### config.mk
export PLATFORM = sky130hd
export DESIGN_NAME = upd_ctrl
export DESIGN_NICKNAME = d
export VERILOG_FILES = /design/src/core/upd_pkg.sv /design/src/core/upd_sync3.sv /design/src/core/upd_dma_rst.sv /design/src/core/upd_ctrl.sv
export SDC_FILE = /design/constraint.sdc
export NUM_CORES = 1
export LEC_CHECK = 0
export BUFFER_PORTS_ARGS = -buffer_cell sky130_fd_sc_hd__buf_2
export CORE_MARGIN = 3
export CORE_UTILIZATION = 40
export DETAILED_ROUTE_END_ITERATION = 16
export PLACE_DENSITY_LB_ADDON = 0.2
export SKIP_LAST_GASP = 1
export SYNTH_ARGS = -nofsm -noshare
export SYNTH_HDL_FRONTEND = slang
export SYNTH_SLANG_ARGS = --single-unit
### constraint.sdc
create_clock -name core_clk -period 2.05 [get_ports core_clk]
set_input_delay 0 -clock core_clk [delete_from_list [all_inputs] [get_ports core_clk]]
set_output_delay 0 -clock core_clk [all_outputs]
set_load 0.05 [all_outputs]
### src/core/upd_pkg.sv
// shared constants and carriers of the phy access and dma control block
package upd_pkg;

  // register byte offsets
  localparam logic [11:0] UPD_ACC_OFS = 12'h120;
  localparam logic [11:0] UPD_CTRL_OFS = 12'h124;
  localparam logic [11:0] UPD_STAT_OFS = 12'h128;
  localparam logic [11:0] UPD_DSR_OFS = 12'h200;
  localparam logic [11:0] UPD_DCR_OFS = 12'h204;

  // field positions
  localparam int UPD_BUSY_BIT = 31;
  localparam int UPD_BYTE_LSB = 8;
  localparam int UPD_WR_BIT = 6;
  localparam int UPD_MRDY_BIT = 0;
  localparam int UPD_DONE_BIT = 0;
  localparam int UPD_DIR_BIT = 31;
  localparam int UPD_SEL_BIT = 30;

  // readable bit masks, dma reset key and reset values
  localparam logic [31:0] UPD_ACC_MASK = 32'h8000_ff7f;
  localparam logic [31:0] UPD_DCR_MASK = 32'hc000_fefe;
  localparam logic [31:0] UPD_DMA_KEY = 32'h0000_000a;
  localparam logic [15:0] UPD_DCR_RST = 16'h0000;
  localparam logic [14:0] UPD_ACC_RST = 15'h0000;

  // ulpi transmit command prefixes
  localparam logic [1:0] UPD_TXCMD_WR = 2'h2;
  localparam logic [1:0] UPD_TXCMD_RD = 2'h3;

  // sampled ulpi pins
  typedef struct packed {
    logic clk;
    logic dir;
    logic nxt;
    logic [7:0] data;
  } upd_ulpi_in_t;

  // driven ulpi pins, doe_n low while driving data
  typedef struct packed {
    logic stp;
    logic [7:0] dout;
    logic doe_n;
  } upd_ulpi_out_t;

  // dma control fields
  typedef struct packed {
    logic dir;
    logic sel;
    logic [6:0] rdy1;
    logic [6:0] rdy0;
  } upd_dma_ctl_t;

  // transceiver access fields
  typedef struct packed {
    logic [7:0] xcvr_rw_byte;
    logic xfer_dir_wr;
    logic [5:0] xcvr_reg_index;
  } upd_acc_t;

  // ulpi register access sequencer states
  typedef enum logic [2:0] {
    UPD_ST_IDLE,
    UPD_ST_CMD,
    UPD_ST_WDAT,
    UPD_ST_STP,
    UPD_ST_RTA,
    UPD_ST_RDAT
  } upd_ust_t;

endpackage : upd_pkg

### src/core/upd_sync3.sv
// three stage synchroniser, a bit changes once stages two and three agree
`timescale 1ns/1ps
`default_nettype none
module upd_sync3 #(
  parameter int W = 1
) (
  // clock and reset
  input wire logic core_clk,
  input wire logic rst_n,
  // raw and filtered levels
  input wire logic [W-1:0] d,
  output logic [W-1:0] q
);

  logic [W-1:0] s1_q;
  logic [W-1:0] s2_q;
  logic [W-1:0] s3_q;
  logic [W-1:0] q_q;

  // shift chain, first stage read only by the second
  always_ff @(posedge core_clk or negedge rst_n) begin
    if (!rst_n) begin
      s1_q <= '0;
      s2_q <= '0;
      s3_q <= '0;
    end else begin
      s1_q <= d;
      s2_q <= s1_q;
      s3_q <= s2_q;
    end
  end

  // take a bit only where the later stages agree
  always_ff @(posedge core_clk or negedge rst_n) begin
    if (!rst_n) begin
      q_q <= '0;
    end else begin
      q_q <= (s3_q & ~(s2_q ^ s3_q)) | (q_q & (s2_q ^ s3_q));
    end
  end

  assign q = q_q;

endmodule : upd_sync3
`default_nettype wire

### src/core/upd_dma_rst.sv
// keyed software reset pulse for the dma modules
`timescale 1ns/1ps
`default_nettype none
module upd_dma_rst #(
  parameter bit OPT = 1'b1
) (
  // clock and reset
  input wire logic core_clk,
  input wire logic rst_n,
  // committed write to the reset register
  input wire logic key_wr,
  input wire logic [31:0] wdata,
  // one cycle reset pulse
  output logic rst_pulse
);
  import upd_pkg::*;

  logic rst_q;

  generate
    if (OPT) begin : g_dma
      // only the exact key fires the reset
      always_ff @(posedge core_clk or negedge rst_n) begin
        if (!rst_n) begin
          rst_q <= 1'b0;
        end else begin
          rst_q <= key_wr && (wdata == UPD_DMA_KEY); // RQ11
        end
      end
    end else begin : g_nodma
      // no dma modules, the register does nothing
      always_ff @(posedge core_clk or negedge rst_n) begin
        if (!rst_n) begin
          rst_q <= 1'b0;
        end else begin
          rst_q <= 1'b0; // RQ12
        end
      end
    end
  endgenerate

  assign rst_pulse = rst_q;

endmodule : upd_dma_rst
`default_nettype wire

### src/core/upd_ctrl.sv
// transceiver register access port, dma reset and dma control registers
`timescale 1ns/1ps
`default_nettype none
// Overview of operation
// (RQ1) software reads: index, direction bit cleared
// (RQ2) busy stays high until read completes
// (RQ3) read byte lands in bits 15-8
// (RQ4) completion clears busy, sets done flag
// (RQ5) software writes: index, byte, direction set
// (RQ6) busy stays high until write completes
// (RQ7) access starts only while ulpi bus idle
// (RQ8) writes while busy are ignored
// (RQ9) no access without master ready set
// (RQ10) direction bit 6, index bits 5-0
// (RQ11) key 0xa to reset register resets dma
// (RQ12) dma reset exists only with dma option
// (RQ13) control bit 31 selects dma direction
// (RQ14) control bit 30 selects ready source
// (RQ15) ready bits set only after good dma
// (RQ16) ready bits 15..9 and 7..1 mapped
// (RQ17) unready buffer answers tokens with nak
// (RQ18) software writes length register last
// (RQ19) reserved bits read zero, ignore writes
// (RQ20) busy set by the starting write itself
module upd_ctrl #(
  parameter bit DMA_OPTION_PARAM = 1'b1
) (
  // clock and reset
  input wire logic core_clk,
  input wire logic rst_n,
  // apb slave
  input wire logic psel,
  input wire logic penable,
  input wire logic pwrite,
  input wire logic [11:0] paddr,
  input wire logic [31:0] pwdata,
  output logic [31:0] prdata,
  output logic pready,
  output logic pslverr,
  // ulpi pins
  input wire upd_pkg::upd_ulpi_in_t ulpi_in,
  output var upd_pkg::upd_ulpi_out_t ulpi_out,
  // dma engine
  input wire logic dma_done,
  input wire logic dma_ok,
  output var upd_pkg::upd_dma_ctl_t dma_ctl,
  output logic dma_soft_rst,
  output logic [15:0] buf_rdy_set,
  // token handshake
  input wire logic tok_valid,
  input wire logic [2:0] tok_ep,
  input wire logic tok_buf,
  input wire logic [15:0] buf_ready,
  output logic tok_nak,
  output logic tok_ack
);
  import upd_pkg::*;

  upd_ulpi_in_t pin_s;
  upd_ulpi_out_t uo_q;
  upd_ust_t st_q;
  upd_acc_t acc_q;
  upd_dma_ctl_t dctl_q;
  logic clk_prev_q;
  logic clk_fall;
  logic pready_q;
  logic pslverr_q;
  logic [31:0] prdata_q;
  logic [31:0] rd_mux;
  logic acc_ph;
  logic wr_commit;
  logic hit_acc;
  logic hit_ctrl;
  logic hit_stat;
  logic hit_dsr;
  logic hit_dcr;
  logic mapped;
  logic busy_q;
  logic mrdy_q;
  logic done_q;
  logic acc_end_q;
  logic [7:0] rd_byte_q;
  logic [15:0] rdy_set_q;
  logic nak_q;
  logic ack_q;
  logic [3:0] tok_idx;

  // pin synchronisers
  upd_sync3 #(
    .W($bits(upd_ulpi_in_t))
  ) u_pin_sync (
    .core_clk(core_clk),
    .rst_n(rst_n),
    .d(ulpi_in),
    .q(pin_s)
  );

  // keyed dma reset
  upd_dma_rst #(
    .OPT(DMA_OPTION_PARAM)
  ) u_dma_rst (
    .core_clk(core_clk),
    .rst_n(rst_n),
    .key_wr(wr_commit && hit_dsr),
    .wdata(pwdata),
    .rst_pulse(dma_soft_rst)
  );

  // address decode and commit strobe
  assign hit_acc = (paddr == UPD_ACC_OFS);
  assign hit_ctrl = (paddr == UPD_CTRL_OFS);
  assign hit_stat = (paddr == UPD_STAT_OFS);
  assign hit_dsr = (paddr == UPD_DSR_OFS);
  assign hit_dcr = (paddr == UPD_DCR_OFS);
  assign mapped = hit_acc | hit_ctrl | hit_stat | hit_dsr | hit_dcr;
  assign acc_ph = psel & penable;
  assign wr_commit = acc_ph & pready_q & pwrite;

  // read data, reserved bits zero
  always_comb begin
    rd_mux = 32'h0000_0000;
    if (hit_acc) begin
      rd_mux[UPD_BUSY_BIT] = busy_q;
      rd_mux[UPD_BYTE_LSB +: 8] = acc_q.xcvr_rw_byte; // RQ3 RQ19
      rd_mux[UPD_WR_BIT:0] = {acc_q.xfer_dir_wr, acc_q.xcvr_reg_index};
    end else if (hit_ctrl) begin
      rd_mux[UPD_MRDY_BIT] = mrdy_q;
    end else if (hit_stat) begin
      rd_mux[UPD_DONE_BIT] = done_q;
    end else if (hit_dcr) begin
      rd_mux[UPD_DIR_BIT] = dctl_q.dir;
      rd_mux[UPD_SEL_BIT] = dctl_q.sel;
      rd_mux[15:9] = dctl_q.rdy1; // RQ16
      rd_mux[7:1] = dctl_q.rdy0;
    end
  end

  // apb answer, one wait cycle in the access phase
  always_ff @(posedge core_clk or negedge rst_n) begin
    if (!rst_n) begin
      pready_q <= 1'b0;
      pslverr_q <= 1'b0;
      prdata_q <= 32'h0000_0000;
    end else if (acc_ph && !pready_q) begin
      pready_q <= 1'b1;
      pslverr_q <= ~mapped;
      prdata_q <= pwrite ? 32'h0000_0000 : rd_mux;
    end else begin
      pready_q <= 1'b0;
      pslverr_q <= 1'b0;
    end
  end

  // master ready control bit
  always_ff @(posedge core_clk or negedge rst_n) begin
    if (!rst_n) begin
      mrdy_q <= 1'b0;
    end else if (wr_commit && hit_ctrl) begin
      mrdy_q <= pwdata[UPD_MRDY_BIT];
    end
  end

  // access register fields and busy flag
  always_ff @(posedge core_clk or negedge rst_n) begin
    if (!rst_n) begin
      acc_q <= UPD_ACC_RST; // RQ10
      busy_q <= 1'b0;
    end else if (wr_commit && hit_acc && !busy_q) begin // RQ8
      acc_q <= {pwdata[UPD_BYTE_LSB +: 8], pwdata[UPD_WR_BIT:0]}; // RQ10
      busy_q <= mrdy_q; // RQ20 RQ9
    end else if (acc_end_q) begin
      busy_q <= 1'b0; // RQ4
      if (!acc_q.xfer_dir_wr) begin
        acc_q.xcvr_rw_byte <= rd_byte_q; // RQ3
      end
    end
  end

  // completion flag, write one to clear, set wins
  always_ff @(posedge core_clk or negedge rst_n) begin
    if (!rst_n) begin
      done_q <= 1'b0;
    end else if (acc_end_q) begin
      done_q <= 1'b1; // RQ4
    end else if (wr_commit && hit_stat && pwdata[UPD_DONE_BIT]) begin
      done_q <= 1'b0;
    end
  end

  // ulpi clock falling edge, pins are stable mid cycle
  always_ff @(posedge core_clk or negedge rst_n) begin
    if (!rst_n) begin
      clk_prev_q <= 1'b0;
    end else begin
      clk_prev_q <= pin_s.clk;
    end
  end
  assign clk_fall = clk_prev_q & ~pin_s.clk;

  // ulpi register access sequencer
  always_ff @(posedge core_clk or negedge rst_n) begin
    if (!rst_n) begin
      st_q <= UPD_ST_IDLE;
      uo_q <= '{stp: 1'b0, dout: 8'h00, doe_n: 1'b1};
      acc_end_q <= 1'b0;
      rd_byte_q <= 8'h00;
    end else begin
      acc_end_q <= 1'b0;
      if (clk_fall) begin
        unique case (st_q)
          UPD_ST_IDLE: begin
            if (busy_q && !pin_s.dir) begin // RQ7
              uo_q.dout <= {acc_q.xfer_dir_wr ? UPD_TXCMD_WR : UPD_TXCMD_RD,
                            acc_q.xcvr_reg_index};
              uo_q.doe_n <= 1'b0;
              st_q <= UPD_ST_CMD;
            end
          end
          UPD_ST_CMD: begin
            if (pin_s.dir) begin
              uo_q.dout <= 8'h00; // RQ7
              uo_q.doe_n <= 1'b1;
              st_q <= UPD_ST_IDLE;
            end else if (pin_s.nxt && acc_q.xfer_dir_wr) begin
              uo_q.dout <= acc_q.xcvr_rw_byte;
              st_q <= UPD_ST_WDAT;
            end else if (pin_s.nxt) begin
              uo_q.dout <= 8'h00;
              uo_q.doe_n <= 1'b1;
              st_q <= UPD_ST_RTA;
            end
          end
          UPD_ST_WDAT: begin
            if (pin_s.nxt) begin
              uo_q.stp <= 1'b1;
              uo_q.dout <= 8'h00;
              st_q <= UPD_ST_STP;
            end
          end
          UPD_ST_STP: begin
            uo_q.stp <= 1'b0;
            uo_q.doe_n <= 1'b1;
            acc_end_q <= 1'b1; // RQ6
            st_q <= UPD_ST_IDLE;
          end
          UPD_ST_RTA: begin
            if (pin_s.dir) begin
              st_q <= UPD_ST_RDAT;
            end
          end
          UPD_ST_RDAT: begin
            rd_byte_q <= pin_s.data;
            acc_end_q <= 1'b1; // RQ2
            st_q <= UPD_ST_IDLE;
          end
        endcase
      end
    end
  end

  // dma control register
  always_ff @(posedge core_clk or negedge rst_n) begin
    if (!rst_n) begin
      dctl_q <= UPD_DCR_RST; // RQ13 RQ16
    end else if (wr_commit && hit_dcr) begin
      dctl_q <= {pwdata[UPD_DIR_BIT], pwdata[UPD_SEL_BIT], // RQ13 RQ14
                 pwdata[15:9], pwdata[7:1]}; // RQ19
    end
  end

  // hardware buffer ready update after a good transfer
  always_ff @(posedge core_clk or negedge rst_n) begin
    if (!rst_n) begin
      rdy_set_q <= 16'h0000;
    end else if (dma_done && dma_ok && dctl_q.sel) begin // RQ15 RQ14
      rdy_set_q <= {dctl_q.rdy1, 1'b0, dctl_q.rdy0, 1'b0};
    end else begin
      rdy_set_q <= 16'h0000;
    end
  end

  // token answer from buffer ready state
  assign tok_idx = {tok_buf, tok_ep};
  always_ff @(posedge core_clk or negedge rst_n) begin
    if (!rst_n) begin
      nak_q <= 1'b0;
      ack_q <= 1'b0;
    end else begin
      nak_q <= tok_valid && !buf_ready[tok_idx]; // RQ17
      ack_q <= tok_valid && buf_ready[tok_idx];
    end
  end

  // outputs from flops
  assign prdata = prdata_q;
  assign pready = pready_q;
  assign pslverr = pslverr_q;
  assign ulpi_out = uo_q;
  assign dma_ctl = dctl_q;
  assign buf_rdy_set = rdy_set_q;
  assign tok_nak = nak_q;
  assign tok_ack = ack_q;
endmodule : upd_ctrl
`default_nettype wire

==> results of run 1 <==
==> layer usage <==
layer	GRT usage (%)	share of wire [%]	routed length, um	up-vias
met3	5.31	9.3	1200	23
met2	28.0	47	6080	176
met5	0	0	0	-
li1	-	-	-	1810
met1	21.0	42	5430	1902
met4	6.30	1.5	189	0
==> logic make-up (layout without fill, tap and decap cells) <==
kind of cell / count (synthesis) / in the layout / share of synthesized area, %
compound gates: 45 / 45 / 6.54
xor+xnor: 1 / 1 / 0.157
fa+ha+maj: 11 / 11 / 1.97
buf+inv: 33 / 241 / 3.70
flops: 138 / 138 / 61.9
mux: 63 / 63 / 14.7
other cells: 1 / 16 / 0.0672
simple gates: 94 / 94 / 11.0
==> worst max-delay path by stage <==
stage / start / to / depth (start not counted) / slack, ns
detailed placement: paddr[11] / dma_ctl[10] / 5 / 0.11
CTS: pready / prdata[2] / 7 / 0.02
floorplan: pready / acc_q[10] / 5 / 0.12
global placement: paddr[11] / dma_ctl[11] / 5 / 0.16
global route: paddr[0] / dma_ctl[15] / 6 / 0.002
finish: paddr[6] / acc_q[2] / 7 / 0.05
==> what timing repair did <==
| action | CTS | global route |
|---|---|---|
| endpoints found under the hold margin | 109 | 1 |
| gates resized for setup | 0 | 7 |
| endpoints found under the setup margin | 0 | 16 |
| hold buffers | 49 | 1 |
==> placed cells by master, fill, tap and decap left out, types with 11 or more instances in the layout <==
| cell type | count |
|---|---|
| dfrtp_1 | 136 |
| conb_1 | 16 |
| mux2_4 | 19 |
| and2_1 | 28 |
| maj3_1 | 11 |
| buf_2 | 144 |
| mux2_2 | 33 |
| a221o_1 | 14 |
| dlygate4sd3_1 | 49 |
| clkbuf_16 | 17 |
==> per-stage QoR <==
stage | power (mW) | area, um2
floorplan | 3.87 | 5640
detailed placement | 4.21 | 6500
finish | 7.11 | 7570
CTS | 7.18 | 7550
global route | 7.40 | 7570
global placement | 4.18 | 6500
==> area by class of cell <==
type / count / area [um2]
well taps: 176 / 220
clock inverters: 8 / 67.6
fillers: 1122 / 5880
clock buffers: 23 / 498
multi-input cells: 230 / 1980
inverters: 4 / 15.0
repair buffers: 206 / 1340
flip-flops and latches: 138 / 3460
==> flip-flops by register name, summed over array words and instances, names as in the netlist, named ones only <==
signal               count
acc_end_q                1
acc_q                   15
buf_rdy_set             14
busy_q                   1
clk_prev_q               1
dma_ctl                 16
done_q                   1
mrdy_q                   1
prdata                  18
pready                   1
pslverr                  1
rd_byte_q                8
st_q                     3
tok_ack                  1
tok_nak                  1
u_dma_rst.rst_pulse      1
u_pin_sync.s1_q         11
u_pin_sync.s2_q         11
u_pin_sync.s3_q         11
ulpi_out                10
==> critical path: cells and delay by family <==
family	cells	cell delay, ns
buffers and inverters	3	0.90
multiplexers	1	0.34
AND/OR/NAND/NOR	3	1.03
==> report_power, final <==
part	internal [mW]	switching, mW	total [mW]
logic	0.497	0.560	1.06
clock network	1.81	1.07	2.88
registers	2.98	0.187	3.17
total	5.29	1.82	7.11
==> reports/metrics.yaml, run 1 <==
logic_synthesis:
  yosysUniqueCellTypes: 50
  ys_ff_latch: 138
  ys_dominant_reg_cell: "dfrtp_1"
  synth_common_cells: "dfrtp_1, mux2_2, and2_1, mux2_4, buf_4"
  synthArstFlopShare_pct: 100
  yosys.area.top_type: "dfrtp_1"
  ys_seq_area_share_pct: 61.9
  syn_area_um2: 5580
  synth_edf_count: 0
  avgSynthCellArea_um2: 14.5
  ys_warn_count: 0
  synth.most_common_cell: "dfrtp_1"
  synth.area.top_cells: "dfrtp_1, mux2_2, mux2_4"
  synth_cells: 386
  synth_top_area_share_pct: 61.4
finish:
  area_growth_pct: 35.6
  fin_util_pct: 56.3
  drive_gt1_share_pct: 41.7
  diodes: 0
  nNetsFinal: 680
  instances_no_fill: 785
route:
  routedWlPerCell_um: 16.4
  vias_per_cell: 4.98
  drt_iter0_drc: 257
  dr.pass1.iters: 4
  antenna_violating_nets_post_route: 0
  wirelength_um: 12900
  drc: 0
  via_count: 3911
clock_tree:
  cts.clk_slew.worst_paths_ns: 0.06
  cts_tree: "built"
  cts-htree-levels: 4
  clk_latency_ns: 0.41
  post_cts.repair.setup_buffers: 0
  cts_buffers: 17
  clock-root-buffer: "clkbuf_16"
  cts.sinks: 138
  cts.path.max_buffers: 2
global_route:
  grt_max_degree: 62
  grt_pass1_vias: 3978
  antenna_found_initial: 0
  grt_first_pass_wirelength_um: 19800
  overflow: 0
  grt_usage_pct: 17.0
sta:
  maxSlewViolCount: 0
  fin_setup_tns_ns: 0
  max_freq_mhz: 501
  worstMarginPinSlew_ns: 0.655
  finalHoldViolCount: 0
  hold_slack_ns: 0.0534
  fin_ws_ns: 0.0535
  finalCritPeriodShare_pct: 97.4
  setup_violations: 0
  fin_crit_ns: 2.00
  max_slew_margin_pct: 56.3
  rsz0062_at_grt: "no"
  clock_skew_ns: 0.00790
critical_path:
  arrival_ns: 2.29
  path_cells: "dlygate4sd3_1 -> buf_2 -> nor3_1 -> nand4b_1 -> or4_1 -> buf_4 -> mux2_1"
  required_ns: 2.34
  endpoint_kind: "register"
  slowest_delay_ns: 0.54
  crit_slowest_cell: "dlygate4sd3_1"
  startpoint_type: "input pin"
  r2r_cells: 4
  reg2reg_to: "st_q[0]"
  r2r_setup_slack_ns: 0.19
  crit_type: "in -> reg"
  critPathMaxFanout: 16
floorplan:
  ios: 162
  die_h_um: 124
  die_w_um: 124
  row_count: 42
  core_um2: 13500
  start_util_pct: 41.5
  dieArea_um2: 15400
worst_hold_path:
  hp-class: "in -> reg"
  hold-path-cell-count: 3
  worstHoldStart: "paddr[2]"
  holdPathEnd: "mrdy_q"
status:
  status: "completed"
flow_run:
  maxCapViolCount: 0
power:
  p_leak_nw: 3.84
  ir_worst_vdd_v: 0.000549
  power.density_nw_per_um2: 938
placed_design:
  post-place-ws_ns: 0.108
  place_inst: 704
  gp_congestion: 0.798
  hpwl_um: 8990
  port_buffers: 145
Note: power is estimated with default switching activity, not from simulation.
==> run 2: changes to the inputs <==
CORE_ASPECT_RATIO = 1.75   (was unset)
SKIP_CTS_REPAIR_TIMING = 1   (was unset)
==> reports/metrics.yaml, run 2 (synthesis results as in run 1) <==
status:
  status: "finished, violations left"
  failed_checks: "hold timing"
global_route:
  grt_pass1_vias: 3986  # +0.20%
  antenna_found_initial: 0  # unchanged
  grt_max_degree: 56  # -9.7%
  grt_usage_pct: 17.4  # +0.40 points
  overflow: 0  # unchanged
  grt_first_pass_wirelength_um: 20300  # +2.3%
power:
  power.density_nw_per_um2: 966  # +3.0%
  p_leak_nw: 3.85  # +0.25%
  power_switching_mw: 1.87  # +2.7%
  power_frac_clock_pct: 42.1  # +1.6 points
  ir_worst_vdd_v: 0.000579  # +5.5%
  p_comb_share_pct: 14.8  # about the same
  switching_share_pct: 25.5  # -0.13 points
  pwr-share-seq_pct: 43.1  # -1.5 points
  internal_power_mw: 5.47  # +3.4%
clock_tree:
  clock-root-buffer: "clkbuf_16"
  clk_latency_ns: 0.42  # about the same
  cts-htree-levels: 4  # unchanged
  cts_tree: "built"
  cts.path.max_buffers: 2  # unchanged
  cts.clk_slew.worst_paths_ns: 0.05  # about the same
  cts_buffers: 17  # unchanged
  cts.sinks: 138  # unchanged
route:
  drt_iter0_drc: 125  # -51%
  dr.pass1.iters: 5  # +1
  drc: 0  # unchanged
  via_count: 3947  # +0.92%
  vias_per_cell: 5.05  # +1.4%
  wirelength_um: 13200  # +2.0%
  routedWlPerCell_um: 16.9  # +2.5%
  antenna_violating_nets_post_route: 0  # unchanged
worst_hold_path:
  hp-class: "in -> reg"
critical_path:
  required_ns: 2.35  # about the same
  crit_type: "reg -> reg"
  startpoint_type: "register"
  endpoint_kind: "register"
  critPathMaxFanout: 7  # -9
  arrival_ns: 2.21  # -0.08 ns
placed_design:
  port_buffers: 145  # unchanged
  hpwl_um: 9600  # +6.8%
  gp_congestion: 0.828  # +3.8%
sta:
  rsz0062_at_grt: "no"
  hold_slack_ns: -0.0462  # -0.0996 ns
  worstMarginPinSlew_ns: 0.672  # +0.0168 ns
  finalCritPeriodShare_pct: 93.2  # -4.2 points
  setup_violations: 0  # unchanged
  finalHoldViolCount: 2  # +2
  max_slew_margin_pct: 54.6  # -1.7 points
  fin_crit_ns: 1.91  # -0.0856 ns
  fin_setup_tns_ns: 0  # unchanged
  max_freq_mhz: 523  # +4.5%
  maxSlewViolCount: 0  # unchanged
  clock_skew_ns: 0.00835  # +0.000455 ns
finish:
  drive_gt1_share_pct: 41.5  # -0.19 points
  nNetsFinal: 678  # -0.29%
  final_common_cell: "buf_2"
  fin_util_pct: 56.1  # -0.17 points
  area_growth_pct: 35.9
  diodes: 0  # unchanged
  largest_reg_flops: 18  # unchanged
  layout_common_cells: "buf_2, dfrtp_1, dlygate4sd3_1"
floorplan:
  core_um2: 13500  # +0.52%
  row_count: 56  # +33%
  die_w_um: 95.3  # -23%
  start_util_pct: 41.3  # -0.22 points
  dieArea_um2: 15500  # +0.36%
  die_h_um: 162  # +31%
  ios: 162  # unchanged
flow_run:
  maxCapViolCount: 0  # unchanged
[run 2: cell count changes in the layout (fill, tap and decap cells not counted), sizes merged]
cell / previous run / this run
inv: 4 / 5
bufinv: 1 / 3
dlygate4sd3: 49 / 47
clkinv: 6 / 5
clkbuf: 23 / 21
[run 2: power by group through the flow]
stage               logic (mW)  registers [mW]  clock network [mW]
floorplan                0.605            3.26                   0
global placement          1.00            3.20                   0
detailed placement        1.02            3.21                   0
CTS                       1.02            3.16                3.15
global route              1.18            3.20                3.26
finish                    1.08            3.16                3.09
[run 2: final cells by class]
class,instances,area (um2)
Clock buffer,21,460
Clock inverter,10,143
Fill cell,1115,5930
Inverter,4,15.0
Multi-Input combinational cell,230,1980
Sequential cell,138,3460
Tap cell,174,218
Timing Repair Buffer,204,1320
[run 2: layer usage]
metal	track usage [%]	vias up	wire [um]	share of wire, %
met1	18.2	1961	4650	35
met4	7.75	0	451	3.4
li1	-	1795	-	-
met5	0	-	0	0
met3	4.91	39	814	6.2
met2	31.4	152	7250	55
[run 2: path summary, 6_finish.rpt]
check                                        start  slack, ns            endpoint  depth (start not counted)
min in group asynchronous                    rst_n       0.07           prdata[6]                          2
worst min-delay path                      paddr[1]      -0.05           prdata[0]                          4
worst max-delay path                       st_q[0]       0.14             st_q[0]                          4
max in group asynchronous                    rst_n       1.36  u_pin_sync.s3_q[5]                          3
worst max register to register             st_q[0]       0.14             st_q[0]                          4
worst min register to register  u_pin_sync.s1_q[8]       0.35  u_pin_sync.s2_q[8]                          0
[run 2: per-stage QoR]
stage,setup slack (ns),instances,cell area (um2),hold slack [ns],power (mW)
2_1_floorplan,0.119,401,5640,-0.296,3.87
3_3_place_gp,0.161,703,6520,-0.0465,4.20
3_5_place_dp,0.118,703,6520,-0.0444,4.23
4_1_cts,0.0787,734,7120,-0.491,7.34
5_1_grt,0.0742,781,7590,0.0109,7.63
6_report,0.139,781,7590,-0.0462,7.34
[run 2: critical path: stages (launching register included)]
cell and delay, ns:
dfrtp_1 0.45, or3b_2 0.52, a211o_1 0.28, o211ai_1 0.17
mux2_2 0.37
